## config.mk

```make
export PLATFORM = sky130hd
export DESIGN_NAME = uart_control_status
export DESIGN_NICKNAME = d
export VERILOG_FILES = /design/src/uart_ctl_pkg.sv /design/src/uart_baud_gen.sv /design/src/uart_control_status.sv
export VERILOG_INCLUDE_DIRS = /design/src /design/src/src
export SDC_FILE = /design/constraint.sdc
export NUM_CORES = 1
export LEC_CHECK = 0
export ABC_CLOCK_PERIOD_IN_PS = 3500
export BUFFER_PORTS_ARGS = -buffer_cell sky130_fd_sc_hd__buf_2
export CORE_MARGIN = 2
export CORE_UTILIZATION = 44
export CTS_CLUSTER_DIAMETER = 40
export DETAILED_ROUTE_END_ITERATION = 8
export PLACE_DENSITY_LB_ADDON = 0.05
export SLEW_MARGIN = 25
export SYNTH_ARGS = -nofsm -noshare
export SYNTH_HDL_FRONTEND = slang
export SYNTH_HIERARCHICAL = 1
export SYNTH_SLANG_ARGS = --single-unit
```

## constraint.sdc

```tcl
create_clock -name pclk -period 3.5 [get_ports pclk]
set_input_delay 0.35 -clock pclk [delete_from_list [all_inputs] [get_ports pclk]]
set_output_delay 0.35 -clock pclk [all_outputs]
set_load 0.005 [all_outputs]
```

## src/uart_ctl_params.svh

```systemverilog
`ifndef UART_CTL_PARAMS_SVH
`define UART_CTL_PARAMS_SVH

// Register byte addresses (index times four)
`define IDX_CONTROL      8'hf1
`define IDX_DATA         8'hf2
`define IDX_OWN_ADDR     8'hf3
`define IDX_ADDR_MASK    8'hae
`define IDX_POWER_CTL    8'h87
`define IDX_TIMER_CTL    8'h8e
`define IDX_RELOAD       8'h8d
`define ADDR_CONTROL     12'h3c4
`define ADDR_DATA        12'h3c8
`define ADDR_OWN_ADDR    12'h3cc
`define ADDR_ADDR_MASK   12'h2b8
`define ADDR_POWER_CTL   12'h21c
`define ADDR_TIMER_CTL   12'h238
`define ADDR_RELOAD      12'h234

// Control register fields
`define BIT_MODE_HI      7
`define BIT_MODE_LO      6
`define BIT_MULTIPROC    5
`define BIT_RX_EN        4
`define BIT_TX9          3
`define BIT_RX9          2
`define BIT_TX_DONE      1
`define BIT_RX_DONE      0

// Power control fields
`define BIT_DOUBLER      7
`define BIT_VIEW_SEL     6
// Timer control field
`define BIT_T1_CLK       4

// Reset value and the timer reload top
`define RST_BYTE         8'h00
`define RELOAD_TOP       9'h1_00

// Fixed-rate divisors and the slow timer prescale
`define DIV_FIXED_FAST   16'h0020
`define DIV_FIXED_SLOW   16'h0040
`define DIV_MODE0        16'h000c
`define PRESCALE_SLOW    16'h000c

// Data bits per frame and the timer rate shifts
`define BITS_PLAIN       4'h8
`define BITS_NINE        4'h9
`define SHIFT_DOUBLED    4
`define SHIFT_PLAIN      5

`endif

```

## src/uart_ctl_pkg.sv

```systemverilog
package uart_ctl_pkg;

  // Operating modes held in the two mode bits
  typedef enum logic [1:0] {
    MODE_SYNC,
    MODE_ASYNC8,
    MODE_ASYNC9_FIXED,
    MODE_ASYNC9_VAR
  } mode_t;

  // Serial shifter states
  typedef enum logic [1:0] {
    SH_IDLE,
    SH_START,
    SH_BITS,
    SH_STOP
  } shift_state_t;

endpackage : uart_ctl_pkg

```

## src/uart_baud_gen.sv

```systemverilog
`timescale 1ns/1ps
`default_nettype none
`include "uart_ctl_params.svh"

// Bit-time tick generator: one pclk pulse per serial bit
module uart_baud_gen
  import uart_ctl_pkg::*;
(
  // Clock and reset
  input  wire logic       pclk,
  input  wire logic       presetn,
  // Rate selection
  input  wire logic [1:0] mode,
  input  wire logic       doubler,
  input  wire logic       t1_fast,
  input  wire logic [7:0] reload,
  // Tick out
  output var  logic       tick
);

  // All state of this module
  typedef struct packed {
    logic [16:0] cnt;   // Cycles left in the bit
    logic        tick;  // Registered tick
  } baud_state_t;

  baud_state_t st_r;
  baud_state_t st_nxt;
  logic [16:0] div;     // Cycles per bit, wide enough for the slow prescale

  // Divisor in modes 1 and 3: 16 or 32 cycles per timer step, times 12 on the slow timer clock
  always_comb begin
    logic [8:0]  span;
    logic [16:0] base;
    span = `RELOAD_TOP - {1'b0, reload};
    base = {8'h00, span} << (doubler ? `SHIFT_DOUBLED : `SHIFT_PLAIN);
    unique case (mode_t'(mode))
      MODE_SYNC:         div = {1'b0, `DIV_MODE0};
      MODE_ASYNC9_FIXED: div = doubler ? {1'b0, `DIV_FIXED_FAST} : {1'b0, `DIV_FIXED_SLOW};
      default:           div = t1_fast ? base : 17'(base * {1'b0, `PRESCALE_SLOW});
    endcase
  end

  // Down counter reloaded on expiry
  always_comb begin
    st_nxt = st_r;
    st_nxt.tick = 1'b0;
    if (st_r.cnt <= 17'h0_0001) begin
      st_nxt.cnt  = div;
      st_nxt.tick = 1'b1;
    end else begin
      st_nxt.cnt = st_r.cnt - 17'h0_0001;
    end
  end

  // State register
  always_ff @(posedge pclk or negedge presetn) begin
    if (!presetn) begin
      st_r <= '0;
    end else begin
      st_r <= st_nxt;
    end
  end

  assign tick = st_r.tick;

endmodule : uart_baud_gen
`default_nettype wire

```

## src/uart_control_status.sv

```systemverilog
// Notes on behaviour
// - Overrun when unread byte is replaced
// - Bit 6: mode low or overrun
// - Low stop bit sets frame error
// - Bit 7: mode high or frame error
// - View select chooses status or mode
// - Mode field picks one of four modes
// - Mode 1 multiproc needs high stop
// - Modes 2/3 filter ninth bit, address
// - Receive only while enabled
// - Ninth transmit bit from control bit 3
// - Ninth receive bit loaded per mode
// - Transmit done at stop start
// - Receive done set, software clears
// - Done flags request interrupt
// - Timer-derived bit rate formula
// - Data write while busy: collision
// - Data write sends, read returns latch
// - Address mask selects compared bits
// - Broadcast is address OR mask
//
// Local design decision: the APB interface to the registers.
`timescale 1ns/1ps
`default_nettype none
`include "uart_ctl_params.svh"

module uart_control_status
  import uart_ctl_pkg::*;
(
  // APB clock and reset
  input  wire logic        pclk,
  input  wire logic        presetn,
  // APB slave
  input  wire logic        psel,
  input  wire logic        penable,
  input  wire logic        pwrite,
  input  wire logic [11:0] paddr,
  input  wire logic [31:0] pwdata,
  output var  logic [31:0] prdata,
  output var  logic        pready,
  output var  logic        pslverr,
  // Serial line
  input  wire logic        rx_line,
  output var  logic        tx_line,
  // Interrupt request to the core
  input  wire logic        port_irq_enable,
  output var  logic        port_irq
);

  ////////////////////////////////////////////////////////////////////////////
  // State

  // One packed struct holds every register of the block except the bit timer in u_baud
  typedef struct packed {
    logic [7:0]   ctrl;       // Control byte, bits 7..6 hold mode
    logic         fe;         // Frame error
    logic         ovr;        // Receive overrun
    logic         col;        // Transmit collision
    logic [7:0]   power;      // Power control byte
    logic [7:0]   tmr;        // Timer clock control
    logic [7:0]   reload;     // Timer reload byte
    logic [7:0]   own;        // Own address
    logic [7:0]   mask;       // Address mask
    logic [7:0]   rx_latch;   // Receive latch
    logic         unread;     // Latch not yet read
    shift_state_t tx_st;      // Transmitter state
    logic [8:0]   tx_sh;      // Transmit shifter
    logic [3:0]   tx_cnt;     // Bits left
    shift_state_t rx_st;      // Receiver state
    logic [8:0]   rx_sh;      // Receive shifter
    logic [3:0]   rx_cnt;     // Bits left
    logic         line;       // Serial output
    logic [31:0]  rdata;      // Read data
    logic         ready;      // Access phase answer
    logic         err;        // Unmapped address
    logic         irq;        // Interrupt request
  } ctl_state_t;

  ctl_state_t st_r;
  ctl_state_t st_nxt;
  logic       tick;           // One bit time elapsed
  mode_t      mode;           // Decoded mode
  logic       view;           // Status view select

  ////////////////////////////////////////////////////////////////////////////
  // Helpers

  // Masked match of a received byte against a reference
  // Bits whose mask bit is zero are don't care
  function automatic logic addr_hit(input logic [7:0] rx, input logic [7:0] ref_a,
                                    input logic [7:0] msk);
    addr_hit = ((rx ^ ref_a) & msk) == 8'h00;
  endfunction : addr_hit

  // Known register address decode
  // Any other address is refused with an error
  function automatic logic mapped(input logic [11:0] a);
    mapped = a == `ADDR_CONTROL || a == `ADDR_DATA || a == `ADDR_OWN_ADDR ||
             a == `ADDR_ADDR_MASK || a == `ADDR_POWER_CTL ||
             a == `ADDR_TIMER_CTL || a == `ADDR_RELOAD;
  endfunction : mapped

  // Data bits in a frame: eight, or nine in the 9-bit modes
  function automatic logic [3:0] frame_bits(input logic ninth);
    frame_bits = ninth ? `BITS_NINE : `BITS_PLAIN;
  endfunction : frame_bits

  ////////////////////////////////////////////////////////////////////////////
  // Bit timing

  assign mode = mode_t'({st_r.ctrl[`BIT_MODE_HI], st_r.ctrl[`BIT_MODE_LO]});
  // View select lives in the power control byte
  assign view = st_r.power[`BIT_VIEW_SEL];

  // One bit tick shared by transmitter and receiver
  // timer rate
  uart_baud_gen u_baud (
    .pclk    (pclk),
    .presetn (presetn),
    .mode    (mode),
    .doubler (st_r.power[`BIT_DOUBLER]),
    .t1_fast (st_r.tmr[`BIT_T1_CLK]),
    .reload  (st_r.reload),
    .tick    (tick)
  );

  ////////////////////////////////////////////////////////////////////////////
  // Next state

  always_comb begin
    logic       acc;      // APB setup seen
    logic       wr_data;  // Write to data register
    logic       set_tx;   // Transmit done event
    logic       set_rx;   // Receive done event
    logic       set_fe;   // Frame error event
    logic       set_ovr;  // Overrun event
    logic       set_col;  // Collision event
    logic       accept;   // Frame passes filter
    logic       stop_b;   // Sampled stop bit
    logic       nine;     // Ninth data bit in use
    logic [7:0] w;        // Write byte
    acc     = psel && !penable;
    w       = pwdata[7:0];
    wr_data = acc && pwrite && paddr == `ADDR_DATA;
    set_tx  = 1'b0;
    set_rx  = 1'b0;
    set_fe  = 1'b0;
    set_ovr = 1'b0;
    set_col = 1'b0;
    accept  = 1'b0;
    stop_b  = rx_line;
    nine    = mode == MODE_ASYNC9_FIXED || mode == MODE_ASYNC9_VAR;
    // Hold every register unless a branch below changes it
    st_nxt  = st_r;
    st_nxt.ready = acc;
    st_nxt.err   = acc && !mapped(paddr);

    // Register writes taken in the setup cycle
    // The access cycle only carries the registered answer
    if (acc && pwrite) begin
      unique case (paddr)
        `ADDR_CONTROL: begin
          if (view) begin
            st_nxt.fe  = w[`BIT_MODE_HI];
            st_nxt.ovr = w[`BIT_MODE_LO];
            st_nxt.col = w[`BIT_MULTIPROC];
            st_nxt.ctrl[4:0] = w[4:0];
          end else begin
            st_nxt.ctrl = w;
          end
        end
        `ADDR_OWN_ADDR:  st_nxt.own    = w;
        `ADDR_ADDR_MASK: st_nxt.mask   = w;
        `ADDR_POWER_CTL: st_nxt.power  = w;
        `ADDR_TIMER_CTL: st_nxt.tmr    = w;
        `ADDR_RELOAD:    st_nxt.reload = w;
        default: ;
      endcase
    end

    // Register reads
    // Read data is registered here and stands in the access cycle
    if (acc && !pwrite) begin
      // Unmapped reads return zero
      st_nxt.rdata = 32'h0000_0000;
      unique case (paddr)
        `ADDR_CONTROL: begin
          st_nxt.rdata[7:0] = st_r.ctrl;
          if (view) begin
            st_nxt.rdata[`BIT_MODE_HI]   = st_r.fe;
            st_nxt.rdata[`BIT_MODE_LO]   = st_r.ovr;
            st_nxt.rdata[`BIT_MULTIPROC] = st_r.col;
          end
        end
        `ADDR_DATA: begin
          st_nxt.rdata[7:0] = st_r.rx_latch;
          st_nxt.unread     = 1'b0;
        end
        `ADDR_OWN_ADDR:  st_nxt.rdata[7:0] = st_r.own;
        `ADDR_ADDR_MASK: st_nxt.rdata[7:0] = st_r.mask;
        `ADDR_POWER_CTL: st_nxt.rdata[7:0] = st_r.power;
        `ADDR_TIMER_CTL: st_nxt.rdata[7:0] = st_r.tmr;
        `ADDR_RELOAD:    st_nxt.rdata[7:0] = st_r.reload;
        default: ;
      endcase
    end

    // Transmitter
    // busy write
    if (wr_data && st_r.tx_st != SH_IDLE) begin
      set_col = 1'b1;
    end
    // A collision write must not swallow the tick of the running frame
    if (wr_data && st_r.tx_st == SH_IDLE) begin
      st_nxt.tx_sh  = {st_r.ctrl[`BIT_TX9], w};
      st_nxt.tx_cnt = frame_bits(nine);
      st_nxt.tx_st  = SH_START;
    end else if (tick) begin
      unique case (st_r.tx_st)
        SH_IDLE: st_nxt.line = 1'b1;
        // Start bit low, or first data bit in the synchronous mode
        SH_START: begin
          st_nxt.line  = mode == MODE_SYNC ? st_r.tx_sh[0] : 1'b0;
          st_nxt.tx_st = SH_BITS;
          if (mode == MODE_SYNC) begin
            st_nxt.tx_sh  = {1'b0, st_r.tx_sh[8:1]};
            st_nxt.tx_cnt = st_r.tx_cnt - 4'h1;
          end
        end
        SH_BITS: begin
          if (st_r.tx_cnt == 4'h0) begin
            set_tx       = 1'b1;
            st_nxt.line  = 1'b1;
            st_nxt.tx_st = mode == MODE_SYNC ? SH_IDLE : SH_STOP;
          end else begin
            st_nxt.line   = st_r.tx_sh[0];
            st_nxt.tx_sh  = {1'b0, st_r.tx_sh[8:1]};
            st_nxt.tx_cnt = st_r.tx_cnt - 4'h1;
          end
        end
        // Stop bit lasts one tick, then idle
        SH_STOP: st_nxt.tx_st = SH_IDLE;
      endcase
    end

    // Receiver, asynchronous modes only
    // One sample per bit, in the phase at which the start bit was seen
    // A frame already running finishes even if reception is disabled
    if (tick && mode != MODE_SYNC) begin
      unique case (st_r.rx_st)
        SH_IDLE: begin
          if (st_r.ctrl[`BIT_RX_EN] && !rx_line) begin
            st_nxt.rx_st  = SH_BITS;
            st_nxt.rx_cnt = frame_bits(nine);
          end
        end
        SH_BITS: begin
          st_nxt.rx_sh  = {rx_line, st_r.rx_sh[8:1]};
          st_nxt.rx_cnt = st_r.rx_cnt - 4'h1;
          if (st_r.rx_cnt == 4'h1) st_nxt.rx_st = SH_STOP;
        end
        SH_STOP: begin
          st_nxt.rx_st = SH_IDLE;
          set_fe = !stop_b;
          if (nine) begin
            accept = !st_r.ctrl[`BIT_MULTIPROC] ||
                     (st_r.rx_sh[8] &&
                      (addr_hit(st_r.rx_sh[7:0], st_r.own, st_r.mask) ||
                       addr_hit(st_r.rx_sh[7:0], st_r.own | st_r.mask,
                                st_r.own | st_r.mask)));
          end else begin
            accept = !st_r.ctrl[`BIT_MULTIPROC] || stop_b;
          end
          // Latch is left alone while the previous byte is still flagged
          if (accept && !st_r.ctrl[`BIT_RX_DONE]) begin
            st_nxt.rx_latch = nine ? st_r.rx_sh[7:0] : st_r.rx_sh[8:1];
            if (nine) begin
              st_nxt.ctrl[`BIT_RX9] = st_r.rx_sh[8];
            end else if (!st_r.ctrl[`BIT_MULTIPROC]) begin
              st_nxt.ctrl[`BIT_RX9] = stop_b;
            end
            set_ovr       = st_r.unread;
            set_rx        = 1'b1;
            st_nxt.unread = 1'b1;
          end
        end
        default: st_nxt.rx_st = SH_IDLE;
      endcase
    end

    // Events win over software clears
    // A clear written in the same cycle as an event loses
    if (set_fe)  st_nxt.fe  = 1'b1;
    if (set_ovr) st_nxt.ovr = 1'b1;
    if (set_col) st_nxt.col = 1'b1;
    if (set_tx)  st_nxt.ctrl[`BIT_TX_DONE] = 1'b1;
    if (set_rx)  st_nxt.ctrl[`BIT_RX_DONE] = 1'b1;

    // Level request, follows the enable one cycle later
    // interrupt request
    st_nxt.irq = port_irq_enable &&
                 (st_nxt.ctrl[`BIT_TX_DONE] || st_nxt.ctrl[`BIT_RX_DONE]);
  end

  ////////////////////////////////////////////////////////////////////////////
  // State register

  // Line idles high, everything else clears
  // zero after reset
  always_ff @(posedge pclk or negedge presetn) begin
    if (!presetn) begin
      st_r      <= '0;
      st_r.line <= 1'b1;
    end else begin
      st_r <= st_nxt;
    end
  end

  ////////////////////////////////////////////////////////////////////////////
  // Outputs

  // Every output is a field of the state register
  assign prdata   = st_r.rdata;
  assign pready   = st_r.ready;
  assign pslverr  = st_r.err;
  assign tx_line  = st_r.line;
  assign port_irq = st_r.irq;

endmodule : uart_control_status
`default_nettype wire

```

# [Word-level counts from Yosys, hierarchy flattened]
# Index checks and enable logic that the tools add are counted.
[classes] addsub=4 multipliers=1 magnitude_cmp=1 n_eq_ne=20 shifts=1 mux=65 bitwise=7 reduce_logical=68
[ops] op="$eq A12 B10 Y1 const B" n=7
[ops] op="$pmux W8 S7" n=1
[ops] op="$mux W8" n=6
[ops] op="$mux W46" n=1
[ops] op="$mux W1" n=36
[ops] op="$mux W17" n=2
[ops] op="$pmux W17 S2" n=1
[ops] op="$shl A9 B32 Y17" n=1
[ops] op="$mux W15" n=2
[ops] op="$reduce_and A3 Y1" n=9
[ops] op="$mux W13" n=2
[ops] op="$pmux W13 S2" n=1
[ops] op="$reduce_bool A2 Y1" n=13
[ops] op="$le A17 B1 Y1 const B" n=1
[ops] op="$mul A17 B2 Y15 const B" n=1
[ops] op="$sub A17 B1 Y17 const B" n=1
[ops] op="$and A8 B8 Y8" n=2
[ops] op="$logic_not A8 Y1" n=2
[ops] op="$xor A8 B8 Y8" n=2
[ops] op="$reduce_and A2 Y1" n=7
[ops] op="$eq A2 B2 Y1 const B" n=6
[ops] op="$logic_and A1 B1 Y1" n=12
[ops] op="$logic_or A1 B1 Y1" n=11
[ops] op="$ne A3 B3 Y1 const B" n=3
[ops] op="other kinds (22)" n=37
[totals] reg_bits=120 inputBits=51 out_inout_bits=36

# [Logic depth before layout (Yosys ltp)]
# Gate-level depths: netlist of run 1.
[depth] ltp_word=17 ltp_mapped=17

# [By module]
# Netlist of run 1, hierarchy kept.
[modules_own_cells] module="uart_control_status" n_inst=1 cells_per_inst=499 area_each_um2=5466.5 seq_area_each_um2=2553.7
[modules_own_cells] module="uart_baud_gen" n_inst=1 cells_per_inst=239 area_each_um2=1905.6 seq_area_each_um2=450.4

# [Worst setup path before layout of run 1]
# Ideal clock, no wire load.
[synth_path] path_kind="register -> register" start="register st_r[91] in the netlist's numbering" end="register u_baud/st_r[17] in the netlist's numbering" setup_ns=0.124 arrival_time_ns=3.098 setup_slack_ns=0.278 stages_incl_launch_ff=17 path_buffers=1 path_cell_list="dfrtp_1 > inv_1 > ha_1 > nor2b_1 > buf_2 > and2b_1 > a21oi_1 > nor2_1 > a221oi_1 > ha_1 > a21o_1 > a21o_1 > a21o_1 > a21oi_1 > o21ba_2 > o41ai_1 > a211o_1"
[synth_rtl] element="start: declaration" line="uart_control_status.sv:79" rtl="ctl_state_t st_r;"
[synth_rtl] element="start signal: assignment" line="uart_control_status.sv:315" rtl="st_r <= st_nxt;"
[synth_rtl] element="end signal: assignment" line="uart_baud_gen.sv:61" rtl="st_r <= st_nxt;"
[synth_rtl] element="end: declaration" line="uart_baud_gen.sv:27" rtl="baud_state_t st_r;"

==> results of run 1 <==
## timing repair
action / 4_1_cts / 5_1_grt
hold buffers: 1 / 0
endpoints found under the setup margin: 0 / 1
setup buffers: 0 / 0
resized for setup: 0 / 1
endpoints found under the hold margin: 10 / 0
## flip-flops by register name, summed over array words and instances, names as in the netlist
name,count
u_baud/tick,1
tx_line,1
u_baud/st_r,17
port_irq,1
pready,1
mode,2
prdata,8
st_r,88
pslverr,1
## kinds of logic after synthesis
logic type | after synthesis
AOI/OAI and AO/OA | 156
buffers and inverters | 87
DFF | 120
and+or+nand+nor | 219
xor gates and xnor gates | 33
muxes | 102
adders and majority gates | 20
other | 1
## layout make-up
class	count	share of cell area, %
Tap cell	220	3.36
Multi-Input combinational cell	554	48.6
Sequential cell	120	36.7
Clock buffer	19	5.28
Clock inverter	13	1.53
Timing Repair Buffer	51	3.57
Inverter	21	0.977
## power by group
part	switching, mW	total [mW]	internal [mW]	leakage [nW]
registers	0.00219	1.39	1.39	1.48
logic	0.0950	0.130	0.0352	2.00
clock network	0.676	1.66	0.982	0.261
## how the worst max path moves through the flow
stage	startpoint	endpoint	slack (ns)	cells after the start
6_report	st_r[92]	u_baud/st_r[17]	0.20	15
5_1_grt	st_r[92]	u_baud/st_r[17]	0.02	15
4_1_cts	st_r[92]	u_baud/st_r[17]	0.08	15
3_5_place_dp	st_r[92]	u_baud/st_r[17]	0.11	15
3_3_place_gp	st_r[92]	u_baud/st_r[17]	0.17	15
2_1_floorplan	st_r[91]	u_baud/st_r[17]	0.28	16
## routing by layer
layer / track usage, % / wire length [um] / vias up
met3: 3.23 / 922 / 19
met4: 6.32 / 220 / 0
li1: - / - / 2651
met1: 32.1 / 9120 / 2817
met5: 0 / 0 / -
met2: 32.8 / 8070 / 156
## through the flow
stage	instances	hold WS, ns	setup slack [ns]	area, um2	util (%)
2_1_floorplan	761	0.0544	0.278	7460	-
3_3_place_gp	965	0.433	0.173	7620	46.3
3_5_place_dp	965	0.433	0.112	7620	46.3
4_1_cts	998	0.120	0.0800	8190	49.7
5_1_grt	998	0.135	0.0229	8200	49.8
6_report	998	0.139	0.197	8200	49.8
## cell usage in the layout (no fill, tap or decap), drive strengths merged, types with 3 or more instances in the layout
| master | instances |
|---|---|
| o21a | 4 |
| nor3 | 19 |
| ha | 19 |
| and4 | 3 |
| xor2 | 19 |
| buf | 50 |
| or3 | 7 |
| a21oi | 20 |
| nand3b | 6 |
| dfrtp | 119 |
| mux2 | 65 |
| nor2 | 54 |
| nand3 | 13 |
| a221oi | 4 |
| nand2 | 67 |
| o2111a | 3 |
| mux2i | 37 |
| nand2b | 6 |
| nor2b | 10 |
| o22ai | 12 |
| a22oi | 19 |
| xnor2 | 14 |
| and2 | 7 |
| nand4 | 3 |
| a211oi | 3 |
| nor4 | 6 |
| o31ai | 5 |
| a21o | 7 |
| clkinvlp | 4 |
| clkbuf | 19 |
| clkinv | 7 |
| conb | 24 |
| nor3b | 5 |
| o21ai | 55 |
| a31oi | 5 |
| inv | 22 |
| and3 | 3 |
==> flow_summary.yaml, run 1 <==
routing:
  routedWlPerCell_um: 18.4
  totalWireLength_um: 18300
  vias: 5643
  firstDrtPassIters: 6
  ant_nets: 0
  avgViaCountPerCell: 5.65
  drc: 0
  drtIter0Drc: 350
synthesis:
  synth_top_family_by_area: "simple AND/OR/NAND/NOR gates"
  yosysTopAreaCell: "dfrtp_1"
  synth_cells: 738
  netlist_area_mm2: 0.00737
  synth_warnings: 6
  yosysMostFrequentCell: "dfrtp_1"
  avgSynthCellArea_um2: 9.99
  synth_top_area_share_pct: 40.4
  ys_async_sr_fraction_pct: 100
  synth_compound_area_share_pct: 13.7
  synth_ff_type: "dfrtp_1"
  synth_simple_gate_area_share_pct: 15.8
  netlist_top_cells_count: "119 x dfrtp_1, 66 x nand2_1, 54 x nor2_1"
  synth_cell_types: 73
  synth_edf_count: 0
  synthXorXnorAreaFrac_pct: 3.92
  synthTopCellsByArea: "dfrtp_1 40%, mux2_2 7.5%, mux2i_1 5.0%"
  yosysSeqAreaShare_pct: 40.8
  synthAdderAreaFrac_pct: 3.50
  synthMuxAreaShare_pct: 15.8
  ys_ff_latch: 120
power:
  ir_drop_mv: 0.321
  p_per_area_mw_per_mm2: 388
  p_total_mw: 3.18
  power.leakage_nw: 3.74
floorplanning:
  start_util_pct: 44.8
  design.die.area_mm2: 0.0178
  die_w_um: 133
  row_count: 47
  coreArea_mm2: 0.0165
  io_pins: 87
  die_h_um: 133
clocking:
  h-tree-depth: 4
  clockBufferDepth: 2
  tritoncts: "done"
  cts_buffers: 17
  cts.sinks: 120
  clk_latency_ns: 0.42
  clk_pin_slew_ns: 0.06
  cts_root_buf: "clkbuf_16"
critical_path:
  cp-end-kind: "register"
  timing.rr.end: "u_baud/st_r[17]"
  rrSetupSlack_ns: 0.20
  start_kind: "register"
  crit_top_cell: "a21o_1"
  critPathKind: "reg2reg"
  required_ns: 3.80
  slowest_stage: "dfrtp_1"
  worst-path-max-fanout: 6
  slowest_delay_ns: 0.43
  r2r_start: "st_r[92]"
  path_buf_inv: 1
  cp_data_arrival_time_ns: 3.61
  r2r_cells: 15
  path_delay_family: "compound AO/OA/AOI/OAI gates"
  crit_chain: "inv_1 -> ha_1 -> nor2b_1 -> and2b_1 -> a21oi_1 -> nor2_1 -> a221oi_2 -> ha_1 -> a21o_1 -> a21o_1 -> a21o_1 -> a21oi_1 -> o21ba_2 -> o41ai_1 -> a211o_1"
timing:
  fmax_mhz: 303
  timing_hold_violations_final: 0
  clock_skew_ns: 0.00921
  slew_violations: 0
  min_period_ns: 3.30
  maxSlewHeadroom_pct: 46.2
  tns_ns: 0
  rsz0062_at_grt: "no"
  setup_viol_count_final: 0
  worst_pin_slew_ns: 0.803
  post-route-period-util_pct: 94.4
finish:
  nFillCells: 1544
  regArea_mm2: 0.00300
  final_nets: 836
  drive_gt1_share_pct: 21.6
  multi_input_area_mm2: 0.00399
  area_delta_synth_final_pct: 11.2
  num_antenna_cells: 0
place:
  place.gp.congestion: 0.809
  portBuffers: 38
  detailed_place_hpwl_um: 13200
min_path:
  hold_path.class: "in2reg"
  min_to: "pready"
  worstHoldStart: "penable"
  hold_depth: 2
global_routing:
  grt_start_max_net_pins: 54
  grt_usage_pct: 21.6
  grt_pass1_vias: 5562
  grt_pass1_wl_um: 30000
  grt_overflow: 0
  antenna_found_initial: 0
status:
  status: "finished, final reports clean"
flow_run:
  drv_cap: 0
Note: power is estimated with default switching activity, not from simulation.
==> inputs of run 2 (changes only) <==
Settings changed: ABC_AREA from default to 1.
==> flow_summary.yaml, run 2 <==
status:
  status: "complete, but fails checks"
  violations: "negative hold slack"
finish:
  final_nets: 1100
  largest_register_ffs: 88
  area_delta_synth_final_pct: 11.5
  num_antenna_cells: 0
  top_register: "st_r"
  layout_commonest_cell: "nand2_1"
  drive_gt1_share_pct: 10.8
  nFillCells: 1688
  final_cell_mix: "254 x nand2_1, 145 x o21ai_0, 124 x inv_1"
  stdcell_area_mm2: 0.00815
floorplanning:
  die_w_um: 133
  design.die.area_mm2: 0.0177
  die_h_um: 133
  row_count: 47
  coreArea_mm2: 0.0164
  start_util_pct: 44.5
  io_pins: 87
synthesis:
  synth_warnings: 6
  synth_top_family_by_area: "simple AND/OR/NAND/NOR gates"
  synth_cells: 994
  ys_ff_latch: 120
  synth_top_area_share_pct: 40.8
  netlist_area_mm2: 0.00731
  yosysSeqAreaShare_pct: 41.1
  synthXorXnorAreaFrac_pct: 1.08
  synth_simple_gate_area_share_pct: 28.3
  synthAdderAreaFrac_pct: 3.53
  synth_ff_type: "dfrtp_1"
  avgSynthCellArea_um2: 7.35
  yosysTopAreaCell: "dfrtp_1"
  netlist_top_cells_count: "254 x nand2_1, 145 x o21ai_0, 124 x inv_1"
  yosysMostFrequentCell: "nand2_1"
  synthMuxAreaShare_pct: 0.137
  synth_cell_types: 49
  synth_compound_area_share_pct: 14.4
  synthTopCellsByArea: "dfrtp_1 41%, nand2_1 13%, o21ai_0 9.9%"
  synth_edf_count: 0
  ys_async_sr_fraction_pct: 100
timing:
  setup_viol_count_final: 0
  clock_skew_ns: 0.0100
  fmax_mhz: 350
  slew_violations: 0
  tns_ns: 0
  rsz0062_at_grt: "no"
  timing_hold_violations_final: 3
  maxSlewHeadroom_pct: 52.2
  min_period_ns: 2.86
  post-route-period-util_pct: 81.6
  hold_slack_ns: -0.00719
  worst_pin_slew_ns: 0.717
global_routing:
  grt_overflow: 0
  grt_pass1_wl_um: 30600
  grt_pass1_vias: 5844
  grt_usage_pct: 22.1
  antenna_found_initial: 0
  grt_start_max_net_pins: 54
critical_path:
  cp_data_arrival_time_ns: 3.16
  cp.depth: 15
  path_delay_family: "compound AO/OA/AOI/OAI gates"
  start_kind: "register"
  required_ns: 3.81
  worst-path-max-fanout: 6
  critPathKind: "reg2reg"
  crit_chain: "inv_1 -> ha_1 -> nand3_2 -> nor2_1 -> xor2_1 -> inv_1 -> nand2_1 -> o21ai_0 -> ha_1 -> a21oi_1 -> o21bai_1 -> a21oi_1 -> nand3_1 -> nand3_1 -> nand2_1"
  slowest_delay_ns: 0.41
  slowest_stage: "dfrtp_1"
  r2r_cells: 15
  path_buf_inv: 2
  cp-end-kind: "register"
clocking:
  clockBufferDepth: 2
  cts_buffers: 17
  clk_latency_ns: 0.42
  clk_pin_slew_ns: 0.05
  cts_root_buf: "clkbuf_16"
  post_cts_resized: 0
  cts.sinks: 120
  hold_buffers: 0
  cts_setup_buffers: 0
  tritoncts: "done"
  h-tree-depth: 4
power:
  p_per_area_mw_per_mm2: 476
  p_comb_share_pct: 13.8
  ir_drop_mv: 0.338
  p_clk_share_pct: 43.4
  power.leakage_nw: 4.05
  p_seq_share_pct: 42.8
  cell_internal_pwr_mw: 2.84
  netSwitchingFraction_pct: 26.7
  power.switching_mw: 1.04
min_path:
  hold_path.class: "in2async"
routing:
  firstDrtPassIters: 5
  ant_nets: 0
  totalWireLength_um: 18700
  drtIter0Drc: 412
  routedWlPerCell_um: 14.8
  avgViaCountPerCell: 5.04
  drc: 0
  vias: 6344
place:
  placed_area_mm2: 0.00758
  detailed_place_hpwl_um: 13800
  place.gp.congestion: 0.829
  portBuffers: 38
flow_run:
  drv_cap: 0
run 2: cell types whose count changed after synthesis, sizes merged, moves of 26 or more:
cell | before | now
nand2 | 67 | 262
inv | 20 | 127
o21ai | 55 | 155
nand3 | 13 | 81
mux2 | 65 | 0
mux2i | 37 | 1
nor2 | 54 | 80
run 2: layer usage:
metal,global-route usage [%],part of all wire (%),vias to the layer above
met2,34.9,45,125
li1,-,-,3250
met3,3.98,4.3,16
met1,31.6,49,2953
met5,0,0,-
met4,5.79,1.2,0
run 2: area by class of cell:
type / instances / area [um2] / area share [%]
clock inverters: 2 / 35.0 / 0.430
multi-input cells: 715 / 3560 / 43.7
inverters: 128 / 480 / 5.90
repair buffers: 47 / 260 / 3.20
well taps: 220 / 275 / 3.38
clock buffers: 27 / 533 / 6.54
flip-flops and latches: 120 / 3000 / 36.9
run 2: worst register-to-register path, cell delays in order (launching register included):
cell	delay, ns
dfrtp_1	0.41
inv_1	0.17
ha_1	0.26
nand3_2	0.13
nor2_1	0.13
xor2_1	0.15
inv_1	0.06
nand2_1	0.05
o21ai_0	0.17
ha_1	0.41
a21oi_1	0.26
o21bai_1	0.11
a21oi_1	0.17
nand3_1	0.10
nand3_1	0.11
nand2_1	0.05
run 2: final timing paths:
check | slack, ns | endpoint | start
max | 0.64 | u_baud/st_r[17] | st_r[91]
min | -0.007 | st_r[62] | presetn
max reg2reg | 0.64 | u_baud/st_r[17] | st_r[91]
min reg2reg | 0.47 | prdata[2] | prdata[2]
max in group asynchronous | 2.59 | tx_line | presetn
min in group pclk | 0.12 | port_irq | port_irq_enable
run 2: through the flow:
step | instances | hold WS [ns] | setup WS, ns | total power [mW] | utilization (%)
global route | 1259 | 0.0528 | 0.268 | 4.10 | 49.6
global placement | 1230 | 0.457 | 0.654 | 2.22 | 46.2
CTS | 1259 | 0.0153 | 0.645 | 3.92 | 49.6
finish | 1259 | -0.00719 | 0.644 | 3.88 | 49.6
detailed placement | 1230 | 0.457 | 0.648 | 2.22 | 46.2
floorplan | 1017 | 0.0544 | 0.984 | 2.07 | -
run 2: power groups by stage:
stage	logic, mW	clock network (mW)	registers (mW)
detailed placement	0.542	0	1.68
finish	0.534	1.68	1.66
global placement	0.537	0	1.68
global route	0.630	1.78	1.69
CTS	0.543	1.71	1.66
floorplan	0.418	0	1.66
run 2: kinds of logic (layout without fill, tap and decap cells):
family,Yosys count,after routing
muxes,1,1
buffers and inverters,182,204
DFF,120,120
adders and majority gates,20,20
xor gates and xnor gates,9,9
and+or+nand+nor,461,461
other,1,24
AOI/OAI and AO/OA,200,200
